`src/core/sector_map_pkg.sv`:
```
// Constants for the sector-map configuration-detect table block.
// Assumes an APB4 slave with 32-bit data and byte addresses on paddr.
package sector_map_pkg;

   localparam int unsigned ADDR_W = 12;
   localparam int unsigned DATA_W = 32;

   ////////////////////////////////////////////////////////////////////////////
   // Constant detect table, byte addresses
   localparam logic [11:0] DETECT_ONE_COMMAND_WORD_OFS = 12'h1ec;
   localparam logic [11:0] DETECT_ONE_ADDRESS_WORD_OFS = 12'h1f0;
   localparam logic [11:0] DETECT_TWO_COMMAND_WORD_OFS = 12'h1f4;
   localparam logic [11:0] DETECT_TWO_ADDRESS_WORD_OFS = 12'h1f8;

   // Software-visible control and status registers
   localparam logic [11:0] CFG_ONE_OFS      = 12'h000;
   localparam logic [11:0] CFG_THREE_OFS    = 12'h004;
   localparam logic [11:0] REG_ADDR_OFS     = 12'h008;
   localparam logic [11:0] REG_DATA_OFS     = 12'h00c;
   localparam logic [11:0] MAP_INDEX_OFS    = 12'h010;

   ////////////////////////////////////////////////////////////////////////////
   // Command descriptor fields
   localparam int unsigned DESC_MASK_LSB     = 24;
   localparam int unsigned DESC_ADDR_LEN_LSB = 22;
   localparam int unsigned DESC_RSVD_HI_LSB  = 20;
   localparam int unsigned DESC_LATENCY_LSB  = 16;
   localparam int unsigned DESC_INSTR_LSB    = 8;
   localparam int unsigned DESC_RSVD_LO_LSB  = 2;
   localparam int unsigned DESC_TYPE_BIT     = 1;
   localparam int unsigned DESC_END_BIT      = 0;

   localparam logic [7:0] READ_ANY_REG_INSTR = 8'h65;
   localparam logic [1:0] ADDR_LEN_VARIABLE  = 2'h3;
   localparam logic [1:0] RSVD_HI_VALUE      = 2'h3;
   localparam logic [3:0] LATENCY_VARIABLE   = 4'hf;
   localparam logic [5:0] RSVD_LO_VALUE      = 6'h3f;
   localparam logic       DESC_IS_COMMAND    = 1'b0;
   localparam logic       DESC_MORE_FOLLOW   = 1'b0;

   localparam logic [7:0] DETECT_ONE_MASK = 8'h08;
   localparam logic [7:0] DETECT_TWO_MASK = 8'h40;

   ////////////////////////////////////////////////////////////////////////////
   // Volatile configuration register addresses on the read-any-register path
   localparam logic [31:0] CFG_THREE_REG_ADDR = 32'h00800004;
   localparam logic [31:0] CFG_ONE_REG_ADDR   = 32'h00800002;

   // Bit positions feeding the map index, plus the register hit and index valid flags
   localparam int unsigned UNIFORM_BIT   = 3;
   localparam int unsigned SPLIT_BIT     = 6;
   localparam int unsigned TOP_BIT       = 2;
   localparam int unsigned REG_HIT_BIT   = 8;
   localparam int unsigned INDEX_OK_BIT  = 8;

   // Supported map index values
   localparam logic [2:0] INDEX_BOTTOM  = 3'h0;
   localparam logic [2:0] INDEX_TOP     = 3'h1;
   localparam logic [2:0] INDEX_SPLIT   = 3'h2;
   localparam logic [2:0] INDEX_UNIFORM = 3'h4;

   // Reset values
   localparam logic [7:0]  CFG_ONE_RESET   = 8'h00;
   localparam logic [7:0]  CFG_THREE_RESET = 8'h00;
   localparam logic [31:0] REG_ADDR_RESET  = 32'h00000000;

endpackage

```
`src/core/sector_map_detect.sv`:
```
// APB slave holding the sector-map detect descriptors and the live
// volatile configuration bytes they point at.
// Assumes an APB4 master on ref_clk; all inputs are synchronous to it.
//
// Notes on behaviour
// - The first command descriptor reads as bytes FCh,65h,FFh,08h from 1ECh upward.
// - The second command descriptor reads as bytes FCh,65h,FFh,40h from 1F4h upward.
// - The first detect reads address 00800004h, which returns config register three.
// - The second detect reads address 00800002h, which returns config register one.
// - Bit 1 of each command word is 0 for a command and bit 0 is 0 for more to follow.
// - Reserved bits 21:20 and 7:2 of each command word read as all ones.
//
// The APB register port was chosen for this implementation.
`timescale 1ns/1ps
module sector_map_detect
(
   input  wire logic        ref_clk,
   input  wire logic        rst_n,
   input  wire logic        psel,
   input  wire logic        penable,
   input  wire logic        pwrite,
   input  wire logic [11:0] paddr,
   input  wire logic [31:0] pwdata,
   input  wire logic [3:0]  pstrb,
   output logic      [31:0] prdata,
   output logic             pready,
   output logic             pslverr,
   output logic             uniform_or_hybrid_select,
   output logic             small_sector_split_select,
   output logic             small_sector_top_select,
   output logic             map_index_valid
);

   ////////////////////////////////////////////////////////////////////////////
   // State

   typedef struct packed {
      logic [7:0]  cfg_one;
      logic [7:0]  cfg_three;
      logic [31:0] reg_addr;
      logic [31:0] rdata;
      logic        slverr;
   } regs_s;

   regs_s state_q;
   regs_s state_d;

   logic [31:0] table_word;
   logic        table_hit;
   logic [2:0]  map_index;
   logic        index_ok;
   logic [31:0] reg_data;
   logic        setup_phase;
   logic        access_phase;

   ////////////////////////////////////////////////////////////////////////////
   // Decode helpers

   function automatic logic is_rw_reg(input logic [11:0] a);
      return (a == sector_map_pkg::CFG_ONE_OFS) ||
             (a == sector_map_pkg::CFG_THREE_OFS) ||
             (a == sector_map_pkg::REG_ADDR_OFS);
   endfunction

   function automatic logic is_ro_reg(input logic [11:0] a);
      return (a == sector_map_pkg::REG_DATA_OFS) ||
             (a == sector_map_pkg::MAP_INDEX_OFS);
   endfunction

   function automatic logic [7:0] merge_byte(input logic [7:0] old,
                                             input logic [7:0] wr,
                                             input logic       en);
      return en ? wr : old;
   endfunction

   ////////////////////////////////////////////////////////////////////////////
   // Constant table

   detect_desc_rom u_rom
   (
      .byte_addr  (paddr),
      .table_word (table_word),
      .table_hit  (table_hit)
   );

   ////////////////////////////////////////////////////////////////////////////
   // Live detect bits and read-any-register path

   always_comb
   begin
      map_index = {state_q.cfg_three[sector_map_pkg::UNIFORM_BIT],
                   state_q.cfg_one[sector_map_pkg::SPLIT_BIT],
                   state_q.cfg_one[sector_map_pkg::TOP_BIT]};
      index_ok  = (map_index == sector_map_pkg::INDEX_BOTTOM) ||
                  (map_index == sector_map_pkg::INDEX_TOP) ||
                  (map_index == sector_map_pkg::INDEX_SPLIT) ||
                  (map_index == sector_map_pkg::INDEX_UNIFORM);
   end

   // Byte returned for the register address software has loaded
   always_comb
   begin
      reg_data = 32'h00000000;
      if (state_q.reg_addr == sector_map_pkg::CFG_THREE_REG_ADDR)
      begin
         reg_data[7:0] = state_q.cfg_three;
         reg_data[sector_map_pkg::REG_HIT_BIT] = 1'b1;
      end
      else if (state_q.reg_addr == sector_map_pkg::CFG_ONE_REG_ADDR)
      begin
         reg_data[7:0] = state_q.cfg_one;
         reg_data[sector_map_pkg::REG_HIT_BIT] = 1'b1;
      end
   end

   ////////////////////////////////////////////////////////////////////////////
   // Bus slave: read data and error captured in setup, used in access

   assign setup_phase  = psel && !penable;
   assign access_phase = psel && penable;

   always_comb
   begin
      state_d = state_q;
      if (setup_phase)
      begin
         state_d.rdata  = 32'h00000000;
         state_d.slverr = 1'b0;
         if (pwrite)
         begin
            // Table and status words are read-only
            state_d.slverr = !is_rw_reg(paddr);
         end
         else if (table_hit)
         begin
            state_d.rdata = table_word;
         end
         else
         begin
            unique case (paddr)
               sector_map_pkg::CFG_ONE_OFS:
                  state_d.rdata = {24'h000000, state_q.cfg_one};
               sector_map_pkg::CFG_THREE_OFS:
                  state_d.rdata = {24'h000000, state_q.cfg_three};
               sector_map_pkg::REG_ADDR_OFS:
                  state_d.rdata = state_q.reg_addr;
               sector_map_pkg::REG_DATA_OFS:
                  state_d.rdata = reg_data;
               sector_map_pkg::MAP_INDEX_OFS:
                  state_d.rdata = {23'h000000, index_ok, 5'h00, map_index};
               default:
                  state_d.slverr = 1'b1;
            endcase
         end
      end
      else if (access_phase && pwrite && !state_q.slverr)
      begin
         unique case (paddr)
            sector_map_pkg::CFG_ONE_OFS:
               state_d.cfg_one = merge_byte(state_q.cfg_one, pwdata[7:0], pstrb[0]);
            sector_map_pkg::CFG_THREE_OFS:
               state_d.cfg_three = merge_byte(state_q.cfg_three, pwdata[7:0], pstrb[0]);
            sector_map_pkg::REG_ADDR_OFS:
            begin
               state_d.reg_addr[7:0]   = merge_byte(state_q.reg_addr[7:0],
                                                    pwdata[7:0], pstrb[0]);
               state_d.reg_addr[15:8]  = merge_byte(state_q.reg_addr[15:8],
                                                    pwdata[15:8], pstrb[1]);
               state_d.reg_addr[23:16] = merge_byte(state_q.reg_addr[23:16],
                                                    pwdata[23:16], pstrb[2]);
               state_d.reg_addr[31:24] = merge_byte(state_q.reg_addr[31:24],
                                                    pwdata[31:24], pstrb[3]);
            end
            default:
            begin
               state_d.reg_addr = state_q.reg_addr;
            end
         endcase
      end
   end

   always_ff @(posedge ref_clk or negedge rst_n)
   begin
      if (!rst_n)
      begin
         state_q.cfg_one   <= sector_map_pkg::CFG_ONE_RESET;
         state_q.cfg_three <= sector_map_pkg::CFG_THREE_RESET;
         state_q.reg_addr  <= sector_map_pkg::REG_ADDR_RESET;
         state_q.rdata     <= 32'h00000000;
         state_q.slverr    <= 1'b0;
      end
      else
      begin
         state_q <= state_d;
      end
   end

   ////////////////////////////////////////////////////////////////////////////
   // Outputs

   assign pready  = 1'b1;
   assign prdata  = state_q.rdata;
   assign pslverr = access_phase && state_q.slverr;

   assign uniform_or_hybrid_select  = state_q.cfg_three[sector_map_pkg::UNIFORM_BIT];
   assign small_sector_split_select = state_q.cfg_one[sector_map_pkg::SPLIT_BIT];
   assign small_sector_top_select   = state_q.cfg_one[sector_map_pkg::TOP_BIT];
   assign map_index_valid           = index_ok;

endmodule

```
`src/core/detect_desc_rom.sv`:
```
// Constant lookup of the configuration-detect descriptor words.
// Assumes a byte address from the bus side; only aligned words hit.
`timescale 1ns/1ps
module detect_desc_rom
(
   input  wire logic [11:0] byte_addr,
   output logic      [31:0] table_word,
   output logic             table_hit
);

   function automatic logic [31:0] command_word(input logic [7:0] mask);
      logic [31:0] w;
      w = 32'h00000000;
      w[31:24] = mask;
      w[23:22] = sector_map_pkg::ADDR_LEN_VARIABLE;
      w[21:20] = sector_map_pkg::RSVD_HI_VALUE;
      w[19:16] = sector_map_pkg::LATENCY_VARIABLE;
      w[15:8]  = sector_map_pkg::READ_ANY_REG_INSTR;
      w[7:2]   = sector_map_pkg::RSVD_LO_VALUE;
      w[sector_map_pkg::DESC_TYPE_BIT] = sector_map_pkg::DESC_IS_COMMAND;
      w[sector_map_pkg::DESC_END_BIT]  = sector_map_pkg::DESC_MORE_FOLLOW;
      return w;
   endfunction

   // Contents never depend on live configuration
   always_comb
   begin
      table_hit  = 1'b1;
      table_word = 32'h00000000;
      unique case (byte_addr)
         sector_map_pkg::DETECT_ONE_COMMAND_WORD_OFS:
            table_word = command_word(sector_map_pkg::DETECT_ONE_MASK);
         sector_map_pkg::DETECT_ONE_ADDRESS_WORD_OFS:
            table_word = sector_map_pkg::CFG_THREE_REG_ADDR;
         sector_map_pkg::DETECT_TWO_COMMAND_WORD_OFS:
            table_word = command_word(sector_map_pkg::DETECT_TWO_MASK);
         sector_map_pkg::DETECT_TWO_ADDRESS_WORD_OFS:
            table_word = sector_map_pkg::CFG_ONE_REG_ADDR;
         default:
            table_hit = 1'b0;
      endcase
   end

endmodule

```
`config.mk`:
```
export PLATFORM = sky130hd
export DESIGN_NAME = sector_map_detect
export DESIGN_NICKNAME = d
export VERILOG_FILES = /design/src/core/sector_map_pkg.sv /design/src/core/sector_map_detect.sv /design/src/core/detect_desc_rom.sv
export SDC_FILE = /design/constraint.sdc
export NUM_CORES = 1
export LEC_CHECK = 0
export BUFFER_PORTS_ARGS = -buffer_cell sky130_fd_sc_hd__buf_4
export CORE_MARGIN = 2
export CORE_UTILIZATION = 54
export DETAILED_ROUTE_END_ITERATION = 7
export PLACE_DENSITY = 0.81
export SETUP_SLACK_MARGIN = 0.05
export SLEW_MARGIN = 20
export SYNTH_ARGS = -nofsm -noshare
export SYNTH_HDL_FRONTEND = slang
export SYNTH_SLANG_ARGS = --single-unit
```
`constraint.sdc`:
```
create_clock -name ref_clk -period 2.5 [get_ports ref_clk]
set_input_delay 0.125 -clock ref_clk [delete_from_list [all_inputs] [get_ports ref_clk]]
set_output_delay 0.125 -clock ref_clk [all_outputs]
set_load 0.05 [all_outputs]
```
==> key figures <==
Run status
  • Outcome: completed

Clocking
  • Clk Latency, worst-skew pair: around 0.37 ns
  • CTS Root Cell: clkbuf_8
  • Num CTS Buffers: 9
  • Worst-path clk slew: roughly 0.09 ns
  • H-tree depth: 3
  • CTS Sinks: 81
  • Postcts setup bufs: 0
  • Max Root-Sink Buffers: 2
  • CTS tree: built

Route
  • Routed WL: approximately 9.8 mm
  • WL/cell: roughly 18 um
  • Post-route ant nets: 0
  • Routed vias: 3136
  • DR iter-0 viols: 210
  • Vias per cell: roughly 5.7
  • DRC violations left: 0
  • Detailed Routing Iterations Pass 1: 4

Global route
  • Number of global-route vias before repair: 3164
  • Antenna violations before repair: 0
  • Global-route wire length before repair: 16.1 mm
  • Pin count of the biggest net entering global routing: 82
  • Grt ovf: 0
  • Tot GR Track Use: 0.247

Min path
  • Hold crit path type: input pin to flop
  • Hold path cells: 2
  • Worst hold endpoint: state_q[38]
  • Worst hold start: pwdata[5]

Timing
  • Maximum clock frequency: about 460 MHz
  • Final setup fails: 0
  • Min Tclk post-route: about 2.2 ns
  • Max Transition Viols Final: 0
  • Clk_skew: between 0.01 and 0.015 ns
  • Fin crit share: 0.866
  • Setup_tns: 0 ns
  • Final WS setup: ~0.33 ns
  • Slew @ Worst Pin: between 0.7 and 0.8 ns
  • Slew HR: 0.513
  • Fin. Hold Viols: 0
  • RSZ-0062 raised after global routing: false

Floorplan
  • Die area: between 0.008 and 0.009 mm^2
  • IO Pins: just over 90
  • Core area: roughly 0.0073 mm^2
  • Die Y: around 90 um
  • Chip Width: approximately 91 um
  • Initial core utilization: 0.559
  • Row cnt: 31

Synthesis
  • Ys async rst share: 1.00
  • Synth Warn #: 0
  • Synth cell types: 50
  • Synth area leader: dfrtp_1
  • Synth Instances: about 360
  • Top-area cell type share of the netlist area: 0.497
  • Mapped Avg Cell Area: about 11 um^2
  • Post-synth EDFFs: 0
  • Top_reg_cell synth: dfrtp_1
  • #FFs+latches synth: 81
  • Seq/Total Area, Yosys: 0.497
  • Syn Nets: 414
  • Post-Syn Area: slightly above 0.004 mm^2
  • Synth area leaders: dfrtp_1 50%, mux2_2 9.1%, mux2_1 7.7%

Critical path
  • Reg-to-reg endpoint: prdata[7]
  • Worst Path Required: 2.79 ns
  • Critical path class: flop to flop
  • WP data arrival: 2.45 ns
  • CP Launch Type: flop
  • Maximum net fanout on the critical path: 9
  • CP startpoint: state_q[52]
  • Critical path capture point type: flop
  • R2R cell count: 5
  • Reg2Reg Setup Slack: 0.33 ns
  • RR Startpoint: state_q[52]

Power
  • Power per Cell Area: just over 500 mW/mm^2
  • Static leakage: roughly 0.0025 uW
  • Worst vdd ir: roughly 330 uV

Placement
  • Placement Setup Slack: approximately 0.28 ns
  • Placed inst area: around 0.0046 mm^2
  • Port bufs: a little under 90
  • RePlAce Congestion: 0.838
  • Final HPWL DP: between 6 and 7 mm

Layout
  • Leading cell types in the layout, fill and taps excluded: 98 x buf_4, 81 x dfrtp_1, 33 x nand2_1, 33 x mux2_2, 28 x mux2_1
  • Final instance area: roughly 0.005 mm^2
  • Post-layout nets: just under 500
  • Fillers: 553
  • Most common library cell in the layout ignoring fill and taps: buf_4
  • Antenna Cells: 0
  • Layout cells sized above 1: 0.352
  • Layout overhead on the synthesized area: 25.3%

Job
  • Max-cap viol count: 0
## power by group
| group | switching, uW | total [uW] | internal (uW) |
|---|---|---|---|
| clock network | 507 | 1080 | 572 |
| logic | 105 | 208 | 103 |
| registers | 2.84 | 1320 | 1310 |
| total | 615 | 2600 | 1990 |
## cell families after synthesis
| family | count (synthesis) | share of synthesized area |
|---|---|---|
| other cells | 1 | 0.000919 |
| flops | 81 | 0.497 |
| buf+inv | 54 | 0.0822 |
| xor+xnor | 2 | 0.00430 |
| simple gates | 89 | 0.122 |
| compound gates | 70 | 0.117 |
| mux | 64 | 0.176 |
## cells in the mapped netlist, types with 4 or more instances
| library cell | number |
|---|---|
| a22oi_2 | 5 |
| buf_2 | 7 |
| a22o_1 | 10 |
| and3_1 | 4 |
| nand2_1 | 33 |
| a221oi_1 | 5 |
| nor2_1 | 8 |
| buf_4 | 33 |
| o21ai_0 | 19 |
| mux2_2 | 33 |
| a21oi_1 | 18 |
| clkbuf_1 | 13 |
| dfrtp_1 | 81 |
| mux2_1 | 28 |
| nor4_1 | 9 |
## cell type report
type                            instances  area (um^2)  share of cell area
Sequential cell                        81         2030               0.397
Multi-Input combinational cell        226         1720               0.336
Timing Repair Buffer                  126         1020               0.199
Clock buffer                            9          124              0.0242
Tap cell                               99          124              0.0242
Clock inverter                          7          103              0.0201
## flip-flops by register name, summed over array words and instances, names as in the netlist
register,flops
small_sector_split_select,1
prdata,32
state_q,46
uniform_or_hybrid_select,1
small_sector_top_select,1
## critical path, cell delays in order (launching register included)
cell     delay (ns)
dfrtp_1        0.39
or4_1          0.53
or4_4          0.44
nor4_4         0.41
nand2_1        0.15
a22oi_2        0.17
## metal layers
| layer | GRT usage | wire [um] | share of wire |
|---|---|---|---|
| met5 | 0 | 0 | 0 |
| met1 | 0.329 | 4230 | 0.43 |
| met4 | 0.102 | 249 | 0.025 |
| met2 | 0.399 | 4770 | 0.49 |
| met3 | 0.0467 | 538 | 0.055 |
## metrics by stage
step / utilization / power, uW / std cells / hold WS [ns]
after floorplan: - / 1400 / 361 / -0.171
after global placement: 0.632 / 1510 / 505 / 0.345
after detailed placement: 0.632 / 1510 / 505 / 0.350
after CTS: 0.695 / 2610 / 544 / 0.0000982
after global routing: 0.701 / 2710 / 548 / 0.00116
final: 0.701 / 2600 / 548 / 0.00496
## what timing repair did
item                      in CTS  in global routing
hold buffers                  23                  4
hold endpoints to repair     106                  4
resized for setup              0                  0
## worst max-delay path by stage
| stage | cells after the start | endpoint |
|---|---|---|
| finish | 5 | prdata[7] |
| global route | 5 | prdata[4] |
| CTS | 5 | prdata[7] |
| detailed placement | 6 | state_q[65] |
| global placement | 6 | state_q[69] |
| floorplan | 4 | prdata[8] |
No activity file was read; power rests on OpenSTA's default activity.
